**src/verilog/async_tx_pkg.sv**
```systemverilog
// constants, register map and state codes of the serial transmitter
// assumes a single 50 MHz clock and an AXI4-Lite register port
`default_nettype none
package async_tx_pkg;
  // register byte offsets
  localparam logic [4:0] OFS_CONTROL = 5'h00;
  localparam logic [4:0] OFS_DIVISOR = 5'h04;
  localparam logic [4:0] OFS_HOLDING = 5'h08;
  localparam logic [4:0] OFS_FLAG = 5'h0c;
  localparam logic [4:0] OFS_ENABLE = 5'h10;
  localparam int MAP_BITS = 5;
  // control register fields
  localparam int BIT_NINE_SEL = 6;
  localparam int BIT_TX_EN = 5;
  localparam int BIT_CLOCKED = 4;
  localparam int BIT_HIGH_SPEED = 2;
  localparam int BIT_SHIFT_EMPTY = 1;
  localparam int BIT_NINTH = 0;
  // flag and enable register field
  localparam int BIT_BUF_EMPTY = 4;
  // reset values
  localparam logic RST_SHIFT_EMPTY = 1'b1;
  localparam logic [7:0] RST_DIVISOR = 8'h00;
  // ticks per bit, minus one
  localparam logic [5:0] LAST_TICK_HIGH = 6'h0f;
  localparam logic [5:0] LAST_TICK_LOW = 6'h3f;
  // data bits per frame
  localparam logic [3:0] BITS_EIGHT = 4'h8;
  localparam logic [3:0] BITS_NINE = 4'h9;
  // bus responses
  localparam logic [1:0] RESP_OKAY = 2'h0;
  localparam logic [1:0] RESP_SLVERR = 2'h2;
  // transmitter states
  typedef enum logic [2:0] {
    TX_IDLE = 3'b000,
    TX_WAIT = 3'b001,
    TX_START = 3'b010,
    TX_DATA = 3'b011,
    TX_STOP = 3'b100
  } tx_state_t;
endpackage
`default_nettype wire
```
**src/verilog/async_serial_transmitter.sv**
```systemverilog
// asynchronous serial transmitter with baud generator and AXI4-Lite regs
// assumes sleep_mode comes from logic on ref_clk; one clock, one reset
//
// Operation
// frame is one low start bit, eight or nine data bits, one stop bit
// data bits leave least significant bit first
// transmitter shares one frame format and one baud setting
// an 8-bit baud generator derives timing from the clock
// tick is sixteen times bit rate with high speed, else sixty-four
// no hardware parity; software may place parity in the ninth bit
// all asynchronous activity freezes while sleep_mode is high
// asynchronous mode only while clocked mode select bit 4 is clear
// shift register reloads only after the previous stop bit, then at once
// buffer empties on transfer; flags set one cycle later
// buffer empty flag sets regardless of enable; cleared only by a write (here it sets only while enabled with clocked mode clear)
// interrupt output only while buffer interrupt enable bit 4 is set
// shift empty status read-only, follows shift register one cycle late
// shift register has no address and cannot be read or written
// transmit enable bit 5; shifting waits for data and a baud tick
// buffer may be written before enable; sending starts on enable
// write with shift register empty moves data through at once
// clearing enable aborts, resets transmitter, releases the pin
// software sets nine bit select and ninth bit before the data byte
// bit rate is clock over 64 or 16 times divisor plus one
// writing the divisor restarts the baud timer
// line idles high while enabled; start bit low, stop bit high
// each bit lasts exactly sixteen or sixty-four ticks
//
// Chosen here: the register offsets and the AXI4-Lite register port.
`default_nettype none
module async_serial_transmitter #(
  parameter int ADDR_WIDTH = 8
) (
  input wire logic ref_clk,
  input wire logic sys_rst,
  input wire logic sleep_mode,
  input wire logic awvalid,
  output var logic awready,
  input wire logic [ADDR_WIDTH-1:0] awaddr,
  input wire logic [2:0] awprot,
  input wire logic wvalid,
  output var logic wready,
  input wire logic [31:0] wdata,
  input wire logic [3:0] wstrb,
  output var logic bvalid,
  input wire logic bready,
  output var logic [1:0] bresp,
  input wire logic arvalid,
  output var logic arready,
  input wire logic [ADDR_WIDTH-1:0] araddr,
  input wire logic [2:0] arprot,
  output var logic rvalid,
  input wire logic rready,
  output var logic [31:0] rdata,
  output var logic [1:0] rresp,
  output var logic serial_out_pin,
  output var logic serial_out_pin_oe,
  output var logic tx_buffer_irq
);

  // parameter check
  if (ADDR_WIDTH < async_tx_pkg::MAP_BITS)
  begin : g_bad_width
    $error("ADDR_WIDTH too small for register map");
  end

  ////////////////////////////////////////////////////////////////////////
  // state

  typedef struct packed {
    logic awready;
    logic wready;
    logic bvalid;
    logic [1:0] bresp;
    logic arready;
    logic rvalid;
    logic [1:0] rresp;
    logic [31:0] rdata;
    logic aw_held;
    logic [ADDR_WIDTH-1:0] aw_addr;
    logic w_held;
    logic [7:0] w_byte;
    logic w_lane0;
    logic nine_bit_select;
    logic transmit_enable;
    logic clocked_mode;
    logic high_speed_select;
    logic ninth_tx_bit;
    logic [7:0] baud_divisor;
    logic [7:0] transmit_holding_buffer;
    logic holding_full;
    logic tx_buffer_empty_flag;
    logic tx_buffer_interrupt_enable;
    logic shift_register_empty_status;
    logic [7:0] baud_count;
    logic [5:0] tick_count;
    async_tx_pkg::tx_state_t tx_state;
    logic [8:0] transmit_shift_register;
    logic [3:0] bits_left;
    logic shift_busy;
    logic serial_out;
    logic serial_out_oe;
    logic irq;
  } tx_regs_t;

  tx_regs_t s;
  tx_regs_t next_s;
  logic tick;
  logic bit_done;
  logic load;
  logic active;
  logic holding_write;
  logic divisor_write;
  logic [5:0] last_tick;

  ////////////////////////////////////////////////////////////////////////
  // decode helpers

  // address inside the map, upper bits zero
  function automatic logic mapped(input logic [ADDR_WIDTH-1:0] a);
    logic [4:0] low;
    low = a[4:0];
    mapped = ((a >> async_tx_pkg::MAP_BITS) == '0) &&
             ({low[4:2], 2'b00} <= async_tx_pkg::OFS_ENABLE);
  endfunction

  // aligned word offset of an address
  function automatic logic [4:0] word(input logic [ADDR_WIDTH-1:0] a);
    word = {a[4:2], 2'b00};
  endfunction

  // read value of a register; shift register has no address
  function automatic logic [31:0] reg_read(input tx_regs_t r,
                                           input logic [4:0] w);
    logic [31:0] v;
    v = 32'h0000_0000;
    unique case (w)
      async_tx_pkg::OFS_CONTROL:
      begin
        v[async_tx_pkg::BIT_NINE_SEL] = r.nine_bit_select;
        v[async_tx_pkg::BIT_TX_EN] = r.transmit_enable;
        v[async_tx_pkg::BIT_CLOCKED] = r.clocked_mode;
        v[async_tx_pkg::BIT_HIGH_SPEED] = r.high_speed_select;
        v[async_tx_pkg::BIT_SHIFT_EMPTY] = r.shift_register_empty_status;
        v[async_tx_pkg::BIT_NINTH] = r.ninth_tx_bit;
      end
      async_tx_pkg::OFS_DIVISOR: v[7:0] = r.baud_divisor;
      async_tx_pkg::OFS_HOLDING: v[7:0] = r.transmit_holding_buffer;
      async_tx_pkg::OFS_FLAG:
        v[async_tx_pkg::BIT_BUF_EMPTY] = r.tx_buffer_empty_flag;
      async_tx_pkg::OFS_ENABLE:
        v[async_tx_pkg::BIT_BUF_EMPTY] = r.tx_buffer_interrupt_enable;
      default: v = 32'h0000_0000;
    endcase
    reg_read = v;
  endfunction

  ////////////////////////////////////////////////////////////////////////
  // next state

  always_comb
  begin
    next_s = s;
    tick = 1'b0;
    load = 1'b0;
    holding_write = 1'b0;
    divisor_write = 1'b0;
    active = s.transmit_enable && !s.clocked_mode;
    last_tick = s.high_speed_select ? async_tx_pkg::LAST_TICK_HIGH
                                    : async_tx_pkg::LAST_TICK_LOW;
    // write address and data, taken in either order
    if (awvalid && s.awready)
    begin
      next_s.aw_held = 1'b1;
      next_s.aw_addr = awaddr;
    end
    if (wvalid && s.wready)
    begin
      next_s.w_held = 1'b1;
      next_s.w_byte = wdata[7:0];
      next_s.w_lane0 = wstrb[0];
    end
    if (s.bvalid && bready)
      next_s.bvalid = 1'b0;
    // register write once both halves are held
    if (s.aw_held && s.w_held && !s.bvalid)
    begin
      next_s.aw_held = 1'b0;
      next_s.w_held = 1'b0;
      next_s.bvalid = 1'b1;
      next_s.bresp = mapped(s.aw_addr) ? async_tx_pkg::RESP_OKAY
                                       : async_tx_pkg::RESP_SLVERR;
      if (mapped(s.aw_addr) && s.w_lane0)
      begin
        unique case (word(s.aw_addr))
          async_tx_pkg::OFS_CONTROL:
          begin
            next_s.nine_bit_select = s.w_byte[async_tx_pkg::BIT_NINE_SEL];
            next_s.transmit_enable = s.w_byte[async_tx_pkg::BIT_TX_EN];
            next_s.clocked_mode = s.w_byte[async_tx_pkg::BIT_CLOCKED];
            next_s.high_speed_select =
              s.w_byte[async_tx_pkg::BIT_HIGH_SPEED];
            next_s.ninth_tx_bit = s.w_byte[async_tx_pkg::BIT_NINTH];
          end
          async_tx_pkg::OFS_DIVISOR:
          begin
            next_s.baud_divisor = s.w_byte;
            divisor_write = 1'b1;
          end
          async_tx_pkg::OFS_HOLDING: holding_write = 1'b1;
          async_tx_pkg::OFS_ENABLE:
            next_s.tx_buffer_interrupt_enable =
              s.w_byte[async_tx_pkg::BIT_BUF_EMPTY];
          default: ; // flag register ignores writes
        endcase
      end
    end
    // read channel, one read in flight
    if (s.rvalid && rready)
      next_s.rvalid = 1'b0;
    if (arvalid && s.arready)
    begin
      next_s.rvalid = 1'b1;
      next_s.rresp = mapped(araddr) ? async_tx_pkg::RESP_OKAY
                                    : async_tx_pkg::RESP_SLVERR;
      next_s.rdata = mapped(araddr) ? reg_read(s, word(araddr))
                                    : 32'h0000_0000;
    end
    next_s.arready = !next_s.rvalid;
    next_s.awready = !next_s.aw_held && !next_s.bvalid;
    next_s.wready = !next_s.w_held && !next_s.bvalid;
    // free running baud timer, restarted by a divisor write
    if (divisor_write)
      next_s.baud_count = next_s.baud_divisor;
    else if (!sleep_mode)
    begin
      if (s.baud_count == 8'h00)
      begin
        tick = 1'b1;
        next_s.baud_count = s.baud_divisor;
      end
      else
        next_s.baud_count = s.baud_count - 8'h01;
    end
    bit_done = tick && (s.tick_count == last_tick);
    // transmitter sequence
    if (!active)
    begin
      next_s.tx_state = async_tx_pkg::TX_IDLE;
      next_s.transmit_shift_register = 9'h000;
      next_s.tick_count = 6'h00;
      next_s.bits_left = 4'h0;
      next_s.shift_busy = 1'b0;
    end
    else if (!sleep_mode)
    begin
      unique case (s.tx_state)
        async_tx_pkg::TX_IDLE: load = s.holding_full;
        async_tx_pkg::TX_WAIT:
          if (tick)
          begin
            next_s.tx_state = async_tx_pkg::TX_START;
            next_s.tick_count = 6'h00;
          end
        async_tx_pkg::TX_START,
        async_tx_pkg::TX_DATA,
        async_tx_pkg::TX_STOP:
          if (tick)
          begin
            next_s.tick_count = s.tick_count + 6'h01;
            if (bit_done)
            begin
              next_s.tick_count = 6'h00;
              unique case (s.tx_state)
                async_tx_pkg::TX_START:
                  next_s.tx_state = async_tx_pkg::TX_DATA;
                async_tx_pkg::TX_DATA:
                begin
                  // shift right, lowest bit goes out next
                  next_s.transmit_shift_register =
                    {1'b0, s.transmit_shift_register[8:1]};
                  next_s.bits_left = s.bits_left - 4'h1;
                  if (s.bits_left == 4'h1)
                    next_s.tx_state = async_tx_pkg::TX_STOP;
                end
                default:
                begin
                  next_s.tx_state = async_tx_pkg::TX_IDLE;
                  next_s.shift_busy = 1'b0;
                  load = s.holding_full;
                end
              endcase
            end
          end
        default: next_s.tx_state = async_tx_pkg::TX_IDLE;
      endcase
    end
    // move buffer into the shift register; ninth bit is software's
    if (load)
    begin
      next_s.transmit_shift_register =
        {s.ninth_tx_bit && s.nine_bit_select,
         s.transmit_holding_buffer};
      next_s.bits_left = s.nine_bit_select ? async_tx_pkg::BITS_NINE
                                           : async_tx_pkg::BITS_EIGHT;
      next_s.holding_full = 1'b0;
      next_s.shift_busy = 1'b1;
      next_s.tx_state = async_tx_pkg::TX_WAIT;
    end
    // new data after the transfer so a write is never lost
    if (holding_write)
    begin
      next_s.transmit_holding_buffer = s.w_byte;
      next_s.holding_full = 1'b1;
    end
    // status flags, one cycle behind the buffers
    next_s.shift_register_empty_status = !s.shift_busy;
    if (holding_write)
      next_s.tx_buffer_empty_flag = 1'b0;
    else if (active && !s.holding_full)
      next_s.tx_buffer_empty_flag = 1'b1;
    next_s.irq = s.tx_buffer_empty_flag &&
                 s.tx_buffer_interrupt_enable;
    // line level and drive
    next_s.serial_out_oe = next_s.transmit_enable &&
                           !next_s.clocked_mode;
    unique case (next_s.tx_state)
      async_tx_pkg::TX_START: next_s.serial_out = 1'b0;
      async_tx_pkg::TX_DATA:
        next_s.serial_out = next_s.transmit_shift_register[0];
      default: next_s.serial_out = 1'b1;
    endcase
  end

  ////////////////////////////////////////////////////////////////////////
  // registers

  always_ff @(posedge ref_clk)
  begin
    if (sys_rst)
    begin
      s <= '0;
      s.awready <= 1'b1;
      s.wready <= 1'b1;
      s.arready <= 1'b1;
      s.baud_divisor <= async_tx_pkg::RST_DIVISOR;
      s.shift_register_empty_status <= async_tx_pkg::RST_SHIFT_EMPTY;
      s.tx_state <= async_tx_pkg::TX_IDLE;
      s.serial_out <= 1'b1;
    end
    else
      s <= next_s;
  end

  // outputs straight from the state
  assign awready = s.awready;
  assign wready = s.wready;
  assign bvalid = s.bvalid;
  assign bresp = s.bresp;
  assign arready = s.arready;
  assign rvalid = s.rvalid;
  assign rdata = s.rdata;
  assign rresp = s.rresp;
  assign serial_out_pin = s.serial_out;
  assign serial_out_pin_oe = s.serial_out_oe;
  assign tx_buffer_irq = s.irq;
endmodule // async_serial_transmitter
`default_nettype wire

```
**config.mk**
```make
export PLATFORM = sky130hd
export DESIGN_NAME = async_serial_transmitter
export DESIGN_NICKNAME = d
export VERILOG_FILES = /design/src/verilog/async_tx_pkg.sv /design/src/verilog/async_serial_transmitter.sv
export SDC_FILE = /design/constraint.sdc
export NUM_CORES = 1
export LEC_CHECK = 0
export BUFFER_PORTS_ARGS = -buffer_cell sky130_fd_sc_hd__buf_4
export CORE_MARGIN = 2
export CORE_UTILIZATION = 50
export CTS_CLUSTER_DIAMETER = 60
export DETAILED_ROUTE_END_ITERATION = 10
export GPL_TIMING_DRIVEN = 1
export PLACE_DENSITY = 0.76
export SYNTH_ARGS = -nofsm -noshare
export SYNTH_HDL_FRONTEND = slang
export SYNTH_SLANG_ARGS = --single-unit
```
**constraint.sdc**
```tcl
create_clock -name ref_clk -period 2.86 [get_ports ref_clk]
set_input_delay 0.429 -clock ref_clk [delete_from_list [all_inputs] [get_ports ref_clk]]
set_output_delay 0.429 -clock ref_clk [all_outputs]
set_load 0.1 [all_outputs]
```
---- After elaboration in Yosys (flattened, before gate mapping) ----
Index checks and enable logic that the tools add are counted.
word-level totals
  flip-flop bits (word level) ............. 119
  bits of input ports ..................... 66
  output and inout bits ................... 44
  logic and storage cells ................. 165
operators by class
  $add $sub $neg .......................... 3
  magnitude comparators ................... 2
  equal/unequal tests ..................... 24
  mux-type cells .......................... 56
  bitwise operators ....................... 2
  reductions and logical operators ........ 44
operators by type and width
  cell                                               number
  two-way mux 17 bit                                 3
  two-way mux 23 bit                                 2
  two-way mux 8 bit                                  5
  two-way mux 35 bit                                 1
  zero test 8 bit                                    3
  two-way mux 12 bit                                 2
  two-way mux 1 bit                                  22
  == test 3 x 2 -> 1 bit (second input constant)     7
  logical AND 1 bit                                  18
  two-way mux 9 bit                                  2
  case mux 3 bit (3 select lines)                    2
  two-way mux 14 bit                                 1
  two-way mux 13 bit                                 1
  inequality test 3 bit (second input constant)      4
  case mux 6 bit (2 select lines)                    1
  <= comparator 5 bit (second input constant)        2
  two-way mux 10 bit                                 1
  AND reduction 5 bit                                2
  == test 3 x 1 -> 1 bit (second input constant)     3
  == test 3 bit (second input constant)              3
  zero test 1 bit                                    9
  zero test 3 bit                                    3
  case mux 1 bit (2 select lines)                    4
  subtractor 8 x 1 -> 8 bit (second input constant)  1
  20 further kinds                                   29

---- Longest topological paths before layout ----
Gate-level depths: netlist (run 1).
  word-level depth ........................ 15
  gate-level depth with buffers ........... 10
  mapped depth without buffers ............ 8

---- Worst setup path after synthesis (run 1) ----
Ideal clock, no wire load.
  path kind ............................... reg2reg
  start point ............................. reg s, in the netlist bvalid
  end point ............................... reg s[10] in the netlist's numbering
  library setup time ...................... 0.137 ns
  arrival time ............................ 2.809 ns
  data required time ...................... 2.723 ns
  path slack .............................. -0.086 ns
  cell stages (with the launch flop) ...... 11
  path buffers ............................ 3
  clock period less this slack ............ 2.946 ns
  path through ............................ dfxtp_1 -> and3b_1 -> buf_6 -> and4_4 -> buf_6 -> nor4_2 -> nand2_1 -> o211a_2 -> buf_2 -> a221oi_2 -> nor3_2
between the ends
  word-level cells in the longest chain between the ends .. 12
  elaborated cells between the ends (all ways) .. 17
  classes of those cells .................. 5 x eq/ne; 8 x mux; 4 x reduce/logical
RTL lines
  what                                                                                             RTL line                         source
  from (decl)                                                                                      async_serial_transmitter.sv:106  tx_regs_t s;
  from (signal assigned)                                                                           async_serial_transmitter.sv:352  s <= next_s;
  zero test 1 bit *                                                                                async_serial_transmitter.sv:186  if (s.aw_held && s.w_held && !s.bvalid)
  logical AND 1 bit *                                                                              async_serial_transmitter.sv:186
  two-way mux 1 bit *                                                                              async_serial_transmitter.sv:186
  two-way mux 1 bit *                                                                              async_serial_transmitter.sv:233  if (divisor_write)
  logical AND 1 bit                                                                                async_serial_transmitter.sv:245  bit_done = tick && (s.tick_count == last_tick);
  two-way mux 1 bit                                                                                async_serial_transmitter.sv:271  if (bit_done)
  two-way mux 1 bit                                                                                async_serial_transmitter.sv:268  if (tick)
  case mux 1 bit (2 select lines)                                                                  async_serial_transmitter.sv:257  unique case (s.tx_state)
  two-way mux 1 bit                                                                                async_serial_transmitter.sv:255  else if (!sleep_mode)
  two-way mux 1 bit                                                                                async_serial_transmitter.sv:247  if (!active)
  inequality test 3 x 2 -> 1 bit (no source line) / inequality test 3 bit (equally long branches)  --
  AND reduction 5 bit (no source line)                                                             --
Mark *: on every way between the ends. The rest lies on a longest branch, timed or not.
A chain may end at the register's enable or synchronous reset.

---- Worst setup path after layout (run 1) ----
  start point ............................. reg s[29] in the netlist's numbering
  end point ............................... reg s[4] in the netlist's numbering
between the ends
  word-level cells in the longest chain between the ends .. 12
  elaborated cells between the ends (all ways) .. 17
  classes of those cells .................. 5 x eq/ne; 9 x mux; 3 x reduce/logical
RTL lines
  what                                                                                             RTL line                         source
  zero test 8 bit *                                                                                async_serial_transmitter.sv:237  if (s.baud_count == 8'h00)
  two-way mux 1 bit *                                                                              async_serial_transmitter.sv:237
  two-way mux 1 bit *                                                                              async_serial_transmitter.sv:235  else if (!sleep_mode)
  two-way mux 1 bit *                                                                              async_serial_transmitter.sv:233
  logical AND 1 bit                                                                                async_serial_transmitter.sv:245
  two-way mux 1 bit                                                                                async_serial_transmitter.sv:271
  two-way mux 1 bit                                                                                async_serial_transmitter.sv:268
  case mux 1 bit (2 select lines)                                                                  async_serial_transmitter.sv:257
  two-way mux 1 bit                                                                                async_serial_transmitter.sv:255
  two-way mux 1 bit                                                                                async_serial_transmitter.sv:247
  inequality test 3 x 2 -> 1 bit (no source line) / inequality test 3 bit (equally long branches)  --
  AND reduction 5 bit (no source line)                                                             --
Marked as above.

==> impl_metrics.yaml, run 1 <==
sta:
  fin_worst_skew_ps: 9.63
  rsz0062_at_grt: "no"
  final.min_clock_period_ps: 2550
  worst_pin_slew_ps: 611
  fmax_mhz: 392
  drv_slew: 0
  fin_crit_sh_pct: 89.2
  setup_violations: 0
  hold_viol: 0
  slew-limit-headroom_pct: 59.2
  final.setup.tns_ps: 0
  hold_slack_ps: 305
worst_setup_path:
  required_ps: 3160
  critPathKind: "reg2reg"
  cp_max_fo: 9
  r2r-end: "s[4]"
  path_cells: "nor4_2 -> nand3_1 -> or4_4 -> nor3_4 -> buf_4 -> mux2i_1 -> a21oi_1"
  regToRegSetupSlack_ps: 310
  crit_start: "s[29]"
  cp-endpoint: "s[4]"
  cp_slowest_cell: "or4_4"
  cp-end-kind: "flip-flop"
  arrival_ps: 2850
  timing.rr.start: "s[29]"
  slowest_delay_ps: 660
  reg2regPathDepth: 7
  start_kind: "flip-flop"
clock_network:
  numCtsBuffers: 9
  clkLatencyLatePin_ps: 360
  cts.clk_slew.worst_paths_ps: 90
  cts_buffer_depth: 2
  cts_hold_buf: 0
  cts_setup_buffers: 0
  clockRootBuffer: "clkbuf_8"
  ctsResizeCount: 0
  h-tree-depth: 3
  cts.sinks: 91
  cts_tree: "done"
pwr:
  p_sw_share_pct: 35.3
  p_total_uw: 3200
  pwr_density_cell_nw_per_um2: 661
  power_leakage_uw: 0.00191
  seqPwrFrac_pct: 44.2
  clkPwrFrac_pct: 28.5
  internal-power_uw: 2070
  power.switching_uw: 1130
  ir_drop_uv: 404
  pwr-share-comb_pct: 27.3
yosys:
  synth-seq-cells: 91
  ys.warnings.count: 0
  syn_area_per_cell_um2: 8.47
  synth_cells: 525
  synth.area.top_cells: "dfxtp_1 (41%), buf_4 (6.2%), nand2_1 (5.8%)"
  yosysTopAreaCellShare_pct: 41.0
  synth_edf_count: 0
  yosysSeqAreaShare_pct: 41.0
  netlist_area_um2: 4450
  synth_cell_type_count: 62
  ys_async_sr_fraction_pct: 0
  synth_area_leader_cell: "dfxtp_1"
  ys.flop_type: "dfxtp_1"
min_path:
  min-delay-start: "wdata[2]"
  hp-class: "in2reg"
route:
  drt-pass1-iter-count: 4
  vias: 3646
  viasPerCell: 5.53
  post_drt_wl_per_cell_um: 14.3
  drt-initial-drc-count: 283
  wl_mm: 9.40
  drtAntennaViolNets: 0
  drc_errors: 0
floorplanning:
  pin_count: 110
  coreArea_um2: 8680
  dieWidth_um: 98.3
  std_cell_rows: 34
  die_y_um: 98.3
  dieArea_um2: 9670
  initial_utilization_pct: 51.3
global_route:
  grt_max_degree: 51
  grt_pass1_vias: 3282
  grt-ovfl-total: 0
  grtUsageTotal_pct: 19.7
  antenna_found_initial: 0
  grt_pass1_wl_mm: 15.7
flow_run:
  timing.max_cap.violations: 0
run_status:
  status: "complete, no violations"
placement:
  dpl.hpwl_mm: 6.61
  port_buffers: 46
  gp_congestion: 0.868
  placed_cell_area_um2: 4640
layout:
  layout_commonest_cell: "dfxtp_1"
  area.growth.synth_to_final_pct: 9.09
  post-route-cell-area_um2: 4850
  layout.nets: 617
  layout-drive-gt1-share_pct: 17.2
  layout_common_cells: "dfxtp_1 (90), nand2_1 (69), nor2_1 (57)"
  num_antenna_cells: 0
sequential cells by signal, summed over array words and instances, names as in the netlist:
register	cells
arready	1
wready	1
rresp	1
s	73
tx_buffer_irq	1
bvalid	1
rdata	8
bresp	1
awready	1
rvalid	1
serial_out_pin	1
serial_out_pin_oe	1
cells in the mapped netlist, types with 3 or more instances:
cell type / n
nand2b_1: 7
nor4_1: 3
inv_1: 14
buf_6: 4
a21o_1: 3
and2_1: 4
o21ai_1: 11
nor2b_1: 6
a221oi_2: 7
a22oi_1: 8
nor3_2: 7
buf_4: 37
dfxtp_1: 91
ha_1: 5
or3_1: 4
nor2_1: 57
a211oi_1: 4
nand2_1: 69
mux2i_1: 20
a21oi_1: 51
nand3b_1: 6
buf_2: 4
o21ai_0: 11
nor3_1: 7
nand3_1: 12
o22ai_1: 4
o21a_1: 4
clkbuf_1: 20
cell families (layout without fill, tap and decap cells):
family	count (synthesis)	count (layout)	synth area share [%]
simple gates	203	203	23.2
compound gates	120	120	18.1
flops	91	91	41.0
buf+inv	81	82	10.7
mux	21	21	5.01
fa+ha+maj	5	5	1.41
xor+xnor	3	3	0.591
other cells	1	26	0.0843
power by group through the flow:
stage | Clock (µW) | Combinational (µW) | Sequential, µW
floorplan | 0 | 711 | 1470
detailed placement | 0 | 863 | 1450
global route | 985 | 962 | 1430
finish | 912 | 875 | 1420
global placement | 0 | 838 | 1440
CTS | 932 | 869 | 1420
worst min path at each step:
stage / slack [ps] / end / cells after the start
after global placement: 380 / s[34] / 1
after CTS: 290 / s[62] / 3
final: 300 / s[62] / 3
after global routing: 300 / s[74] / 3
after detailed placement: 380 / s[34] / 1
after floorplan: 370 / s[34] / 1
critical path, delay by kind of cell (launching register included):
kind / cells / cell delay [ps]
mux: 1 / 90
flops: 1 / 360
compound gates: 1 / 150
buf+inv: 1 / 230
simple gates: 4 / 1660
metrics by stage:
| stage | cells | util, % | worst slack (ps) |
|---|---|---|---|
| 4_1_cts | 659 | 55.9 | 310 |
| 6_report | 659 | 55.9 | 308 |
| 3_3_place_gp | 643 | 53.5 | 393 |
| 2_1_floorplan | 550 | - | 239 |
| 5_1_grt | 659 | 55.9 | 124 |
| 3_5_place_dp | 643 | 53.5 | 298 |
per-layer routing:
| layer | global-route usage, % | part of all wire, % | up-vias |
|---|---|---|---|
| li1 | - | - | 1799 |
| met1 | 28.2 | 46 | 1725 |
| met2 | 30.3 | 48 | 114 |
| met3 | 4.44 | 5.3 | 8 |
| met4 | 4.85 | 0.77 | 0 |
| met5 | 0 | 0 | - |
cell type report:
class | count | area (µm²)
clock buffer | 10 | 138
tap | 108 | 135
clock inverter | 6 | 71.3
multi-input combinational | 378 | 2240
timing repair buffer | 52 | 390
fill | 805 | 3830
sequential | 91 | 1820
inverter | 14 | 52.6
(Power assumes the default switching activity.)
==> run 2: changes to the inputs <==
--- a/constraint.sdc
+++ b/constraint.sdc
@@ -3,2 +3,2 @@
 set_output_delay 0.429 -clock ref_clk [all_outputs]
-set_load 0.1 [all_outputs]
+set_load 0.005 [all_outputs]
==> run 2 against run 1 <==
Sequential share of layout area about the same. Via count fell by 1.0%. Worst setup slack better by 19 ps. Combinational power fell by 23%.
==> impl_metrics.yaml, run 2 (synthesis results as in run 1) <==
layout:
  layout_commonest_cell: "dfxtp_1"
  area.growth.synth_to_final_pct: 9.03
  n_fill_cell: 786
  seq_area_um2: 1820
  layout-drive-gt1-share_pct: 17.1
  layout_common_cells: "dfxtp_1 (91), nand2_1 (69), nor2_1 (57)"
  num_antenna_cells: 0
  layout.nets: 617
  multi_input_area_um2: 2240
  largest-register: "s"
  largest_reg_flops: 73
min_path:
  hp-class: "in2reg"
  hold_depth: 3
  min-delay-start: "wdata[3]"
  holdPathEnd: "s[63]"
worst_setup_path:
  required_ps: 3110
  crit_start: "s[29]"
  timing.rr.start: "s[29]"
  cp_slowest_cell: "nor4_2"
  slowest_delay_ps: 410
  cp-end-kind: "flip-flop"
  reg2regPathDepth: 7
  regToRegSetupSlack_ps: 330
  start_kind: "flip-flop"
  crit_path_frequent_cell: "nor4_2"
  path_cells: "nor4_2 -> nand3_1 -> nor4_2 -> nand2_1 -> o211a_2 -> a221oi_2 -> nor3_2"
  arrival_ps: 2780
  r2r-end: "s[10]"
  critPathKind: "reg2reg"
  path_buf_inv: 0
  cp_top_family: "simple AND/OR/NAND/NOR gates"
  cp_max_fo: 11
placement:
  port_buffers: 46
  pre_cts_ws_ps: 330
  dpl.hpwl_mm: 6.85
  gp_congestion: 0.805
clock_network:
  cts_buffer_depth: 2
  cts_tree: "done"
  cts.clk_slew.worst_paths_ps: 90
  clockRootBuffer: "clkbuf_8"
  ctsResizeCount: 0
  cts_setup_buffers: 0
  cts.sinks: 91
  cts_hold_buf: 0
  h-tree-depth: 3
  clkLatencyLatePin_ps: 360
  numCtsBuffers: 9
global_route:
  grt_max_degree: 49
  grt-ovfl-total: 0
  grt_pass1_wl_mm: 15.7
  antenna_found_initial: 0
  grt_pass1_vias: 3366
  grtUsageTotal_pct: 19.8
sta:
  drv_slew: 0
  setup_violations: 0
  fmax_mhz: 395
  fin_worst_skew_ps: 11.5
  final.setup.tns_ps: 0
  fin_crit_sh_pct: 88.6
  worst_pin_slew_ps: 616
  final.min_clock_period_ps: 2530
  hold_viol: 0
  rsz0062_at_grt: "no"
  timing.final.ws_setup_ps: 327
  slew-limit-headroom_pct: 58.8
route:
  drtAntennaViolNets: 0
  viasPerCell: 5.48
  wl_mm: 9.63
  drc_errors: 0
  vias: 3609
  drt-initial-drc-count: 169
  drt-pass1-iter-count: 5
  post_drt_wl_per_cell_um: 14.6
pwr:
  seqPwrFrac_pct: 47.3
  clkPwrFrac_pct: 30.2
  pwr_density_cell_nw_per_um2: 618
  p_sw_share_pct: 30.9
  pwr-share-comb_pct: 22.5
  power.switching_uw: 927
  power_leakage_uw: 0.00191
  internal-power_uw: 2070
  ir_drop_uv: 438
floorplanning:
  initial_utilization_pct: 51.3
  pin_count: 110
  dieArea_um2: 9670
  std_cell_rows: 34
  die_y_um: 98.3
  dieWidth_um: 98.3
  coreArea_um2: 8680
run_status:
  status: "complete, no violations"
flow_run:
  timing.max_cap.violations: 0
## run 2: cell count changes in the layout (fill, tap and decap cells not counted)
cell | before | now
clkinv_4 | 0 | 2
clkinvlp_4 | 1 | 0
dfxtp_1 | 90 | 91
dfxtp_2 | 1 | 0
inv_8 | 1 | 0
## run 2: worst max path at each step
stage	end	cells past startpoint
after floorplan	s[10]	10
after global placement	s[14]	7
after detailed placement	s[10]	7
after CTS	s[10]	7
after global routing	s[9]	7
final	s[10]	7
## run 2: power by group through the flow
stage	registers (µW)	logic, µW	clock network (µW)
after global placement	1440	632	0
after CTS	1420	670	926
final	1420	675	904
after global routing	1430	750	979
after floorplan	1420	554	0
after detailed placement	1450	663	0
## run 2: metal layers
layer	track usage, %	wire, µm
met3	5.01	431
met5	0	0
met2	32.7	4710
met1	26.3	4410
met4	4.74	80
## run 2: through the flow
| step | std cells | util, % | hold slack, ps | total power, µW | cell area (µm²) |
|---|---|---|---|---|---|
| 5_1_grt | 659 | 55.9 | 287 | 3160 | 4850 |
| 3_5_place_dp | 643 | 53.5 | 384 | 2110 | 4640 |
| 2_1_floorplan | 550 | - | 369 | 1980 | 4540 |
| 6_report | 659 | 55.9 | 307 | 3000 | 4850 |
| 4_1_cts | 659 | 55.9 | 290 | 3010 | 4850 |
| 3_3_place_gp | 643 | 53.5 | 379 | 2070 | 4640 |
## run 2: cell type report
type	instances	share of cell area, %
Tap cell	108	2.79
Sequential cell	91	37.6
Inverter	14	1.08
Clock buffer	10	2.84
Multi-Input combinational cell	378	46.2
Clock inverter	6	1.44
Timing Repair Buffer	52	8.05
## run 2: worst register-to-register path: cells and delay by family (launching register included)
kind	cells	cell delay, ps
and+or+nand+nor	5	1410
DFF	1	360
AOI/OAI and AO/OA	2	650
==> run 3: changes to the inputs <==
CORE_UTILIZATION = 53   (was 50)
PLACE_DENSITY = 0.79   (was 0.76)
==> run 3 against run 2 <==
Flip-flop and latch count unchanged. Die area down 5.4%. Register-to-register slack worse by 60 ps. Utilization up 2.9 points. Wire length up 1.0%. Clock skew down 1.9 ps. Sequential power about the same. Combinational power about the same. Clock power down 12%. Hold slack worse by 4.7 ps. Global-route usage up 2.0 points. Total power down 3.4%.
==> impl_metrics.yaml, run 3 (synthesis results as in run 1) <==
worst_setup_path:
  cp_max_fo: 11
  start_kind: "flip-flop"
  path_cells: "nor4_2 -> nand3_1 -> o31ai_1 -> nand4b_2 -> o211a_2 -> a221oi_2 -> nor3_2"
  arrival_ps: 2840
  slowest_delay_ps: 440
  critPathKind: "reg2reg"
  cp_slowest_cell: "o31ai_1"
  cp-end-kind: "flip-flop"
  path_buf_inv: 0
  required_ps: 3110
  cp_top_family: "simple AND/OR/NAND/NOR gates"
sta:
  rsz0062_at_grt: "no"
  slew-limit-headroom_pct: 55.3
  hold_viol: 0
  drv_slew: 0
  fin_crit_sh_pct: 90.7
  worst_pin_slew_ps: 668
  final.setup.tns_ps: 0
  final.min_clock_period_ps: 2590
  fmax_mhz: 386
  setup_violations: 0
  fin_worst_skew_ps: 9.59
floorplanning:
  initial_utilization_pct: 54.4
  pin_count: 110
  coreArea_um2: 8180
  std_cell_rows: 33
  die_y_um: 95.6
  dieWidth_um: 95.6
  dieArea_um2: 9140
global_route:
  grt_pass1_wl_mm: 15.7
  grt_pass1_vias: 3343
  grtUsageTotal_pct: 21.9
  antenna_found_initial: 0
  grt-ovfl-total: 0
  grt_max_degree: 48
clock_network:
  cts.clk_slew.worst_paths_ps: 90
  cts_tree: "done"
  cts_hold_buf: 0
  cts_setup_buffers: 0
  cts_buffer_depth: 2
  ctsResizeCount: 0
  h-tree-depth: 3
  clockRootBuffer: "clkbuf_8"
  clkLatencyLatePin_ps: 370
  cts.sinks: 91
  numCtsBuffers: 9
pwr:
  pwr_density_cell_nw_per_um2: 602
  power_leakage_uw: 0.00189
  ir_drop_uv: 379
route:
  drtAntennaViolNets: 0
  wl_met2_mm: 4.77
  viasPerCell: 5.58
  drc_errors: 0
  post_drt_wl_per_cell_um: 14.9
  drt-initial-drc-count: 252
  drt-pass1-iter-count: 5
  wirelength_met1_mm: 4.24
  wl_mm: 9.73
  routed-wl-met3_um: 561
  vias: 3653
  top_layer: "met4"
layout:
  n_fill_cell: 731
  num_antenna_cells: 0
  layout-drive-gt1-share_pct: 16.7
  seq_area_um2: 1820
  multi_input_area_um2: 2240
  post-route-cell-area_um2: 4810
  largest-register: "s"
  layout_commonest_cell: "dfxtp_1"
  largest_reg_flops: 73
  layout_common_cells: "dfxtp_1 (91), nand2_1 (69), nor2_1 (57)"
  layout.nets: 616
  area.growth.synth_to_final_pct: 8.10
placement:
  port_buffers: 46
  gp_congestion: 0.864
  dpl.hpwl_mm: 6.89
  placed_cell_area_um2: 4630
run_status:
  status: "complete, no violations"
flow_run:
  timing.max_cap.violations: 0
min_path:
  hp-class: "in2reg"
## run 3: final cells by class
type                    instances  area share, %
clock buffers                  10           2.65
inverters                      14           1.09
clock inverters                 6           1.04
well taps                     105           2.73
repair buffers                 51           7.96
flip-flops and latches         91           37.9
multi-input cells             378           46.6
## run 3: power breakdown
part | leakage (µW) | internal [µW] | total, µW | switching, µW
registers | 0.000739 | 1340 | 1420 | 82.5
clock network | 0.0000888 | 327 | 798 | 471
logic | 0.00106 | 293 | 674 | 381
total | 0.00189 | 1960 | 2900 | 935
## run 3: worst register-to-register path, cell delays in order, from the launching register on
cell and delay, ps:
dfxtp_1 370, nor4_2 390, nand3_1 350, o31ai_1 440, nand4b_2 290, o211a_2 330, a221oi_2 240, nor3_2 70
## run 3: path summary, 6_finish.rpt
check	from	end	slack, ps	depth (start not counted)
setup / recovery	s[29]	s[14]	270	7
hold / removal	wdata[3]	s[63]	300	3
hold reg to reg	s[3]	s[34]	400	1
setup reg to reg	s[29]	s[14]	270	7
## run 3: stage by stage
step,hold slack (ps),power [µW],setup slack (ps),cells,util (%)
after floorplan,369,1980,604,550,-
after global placement,380,2070,373,639,56.6
after detailed placement,386,2110,318,639,56.6
after CTS,289,2900,310,655,58.8
after global routing,300,3040,98.0,655,58.8
final,303,2900,267,655,58.8
## run 3: layer usage
| metal | GRT usage (%) | vias to the layer above |
|---|---|---|
| met1 | 28.0 | 1723 |
| met5 | 0 | - |
| met4 | 6.55 | 0 |
| met3 | 5.06 | 17 |
| met2 | 36.7 | 112 |
| li1 | - | 1801 |
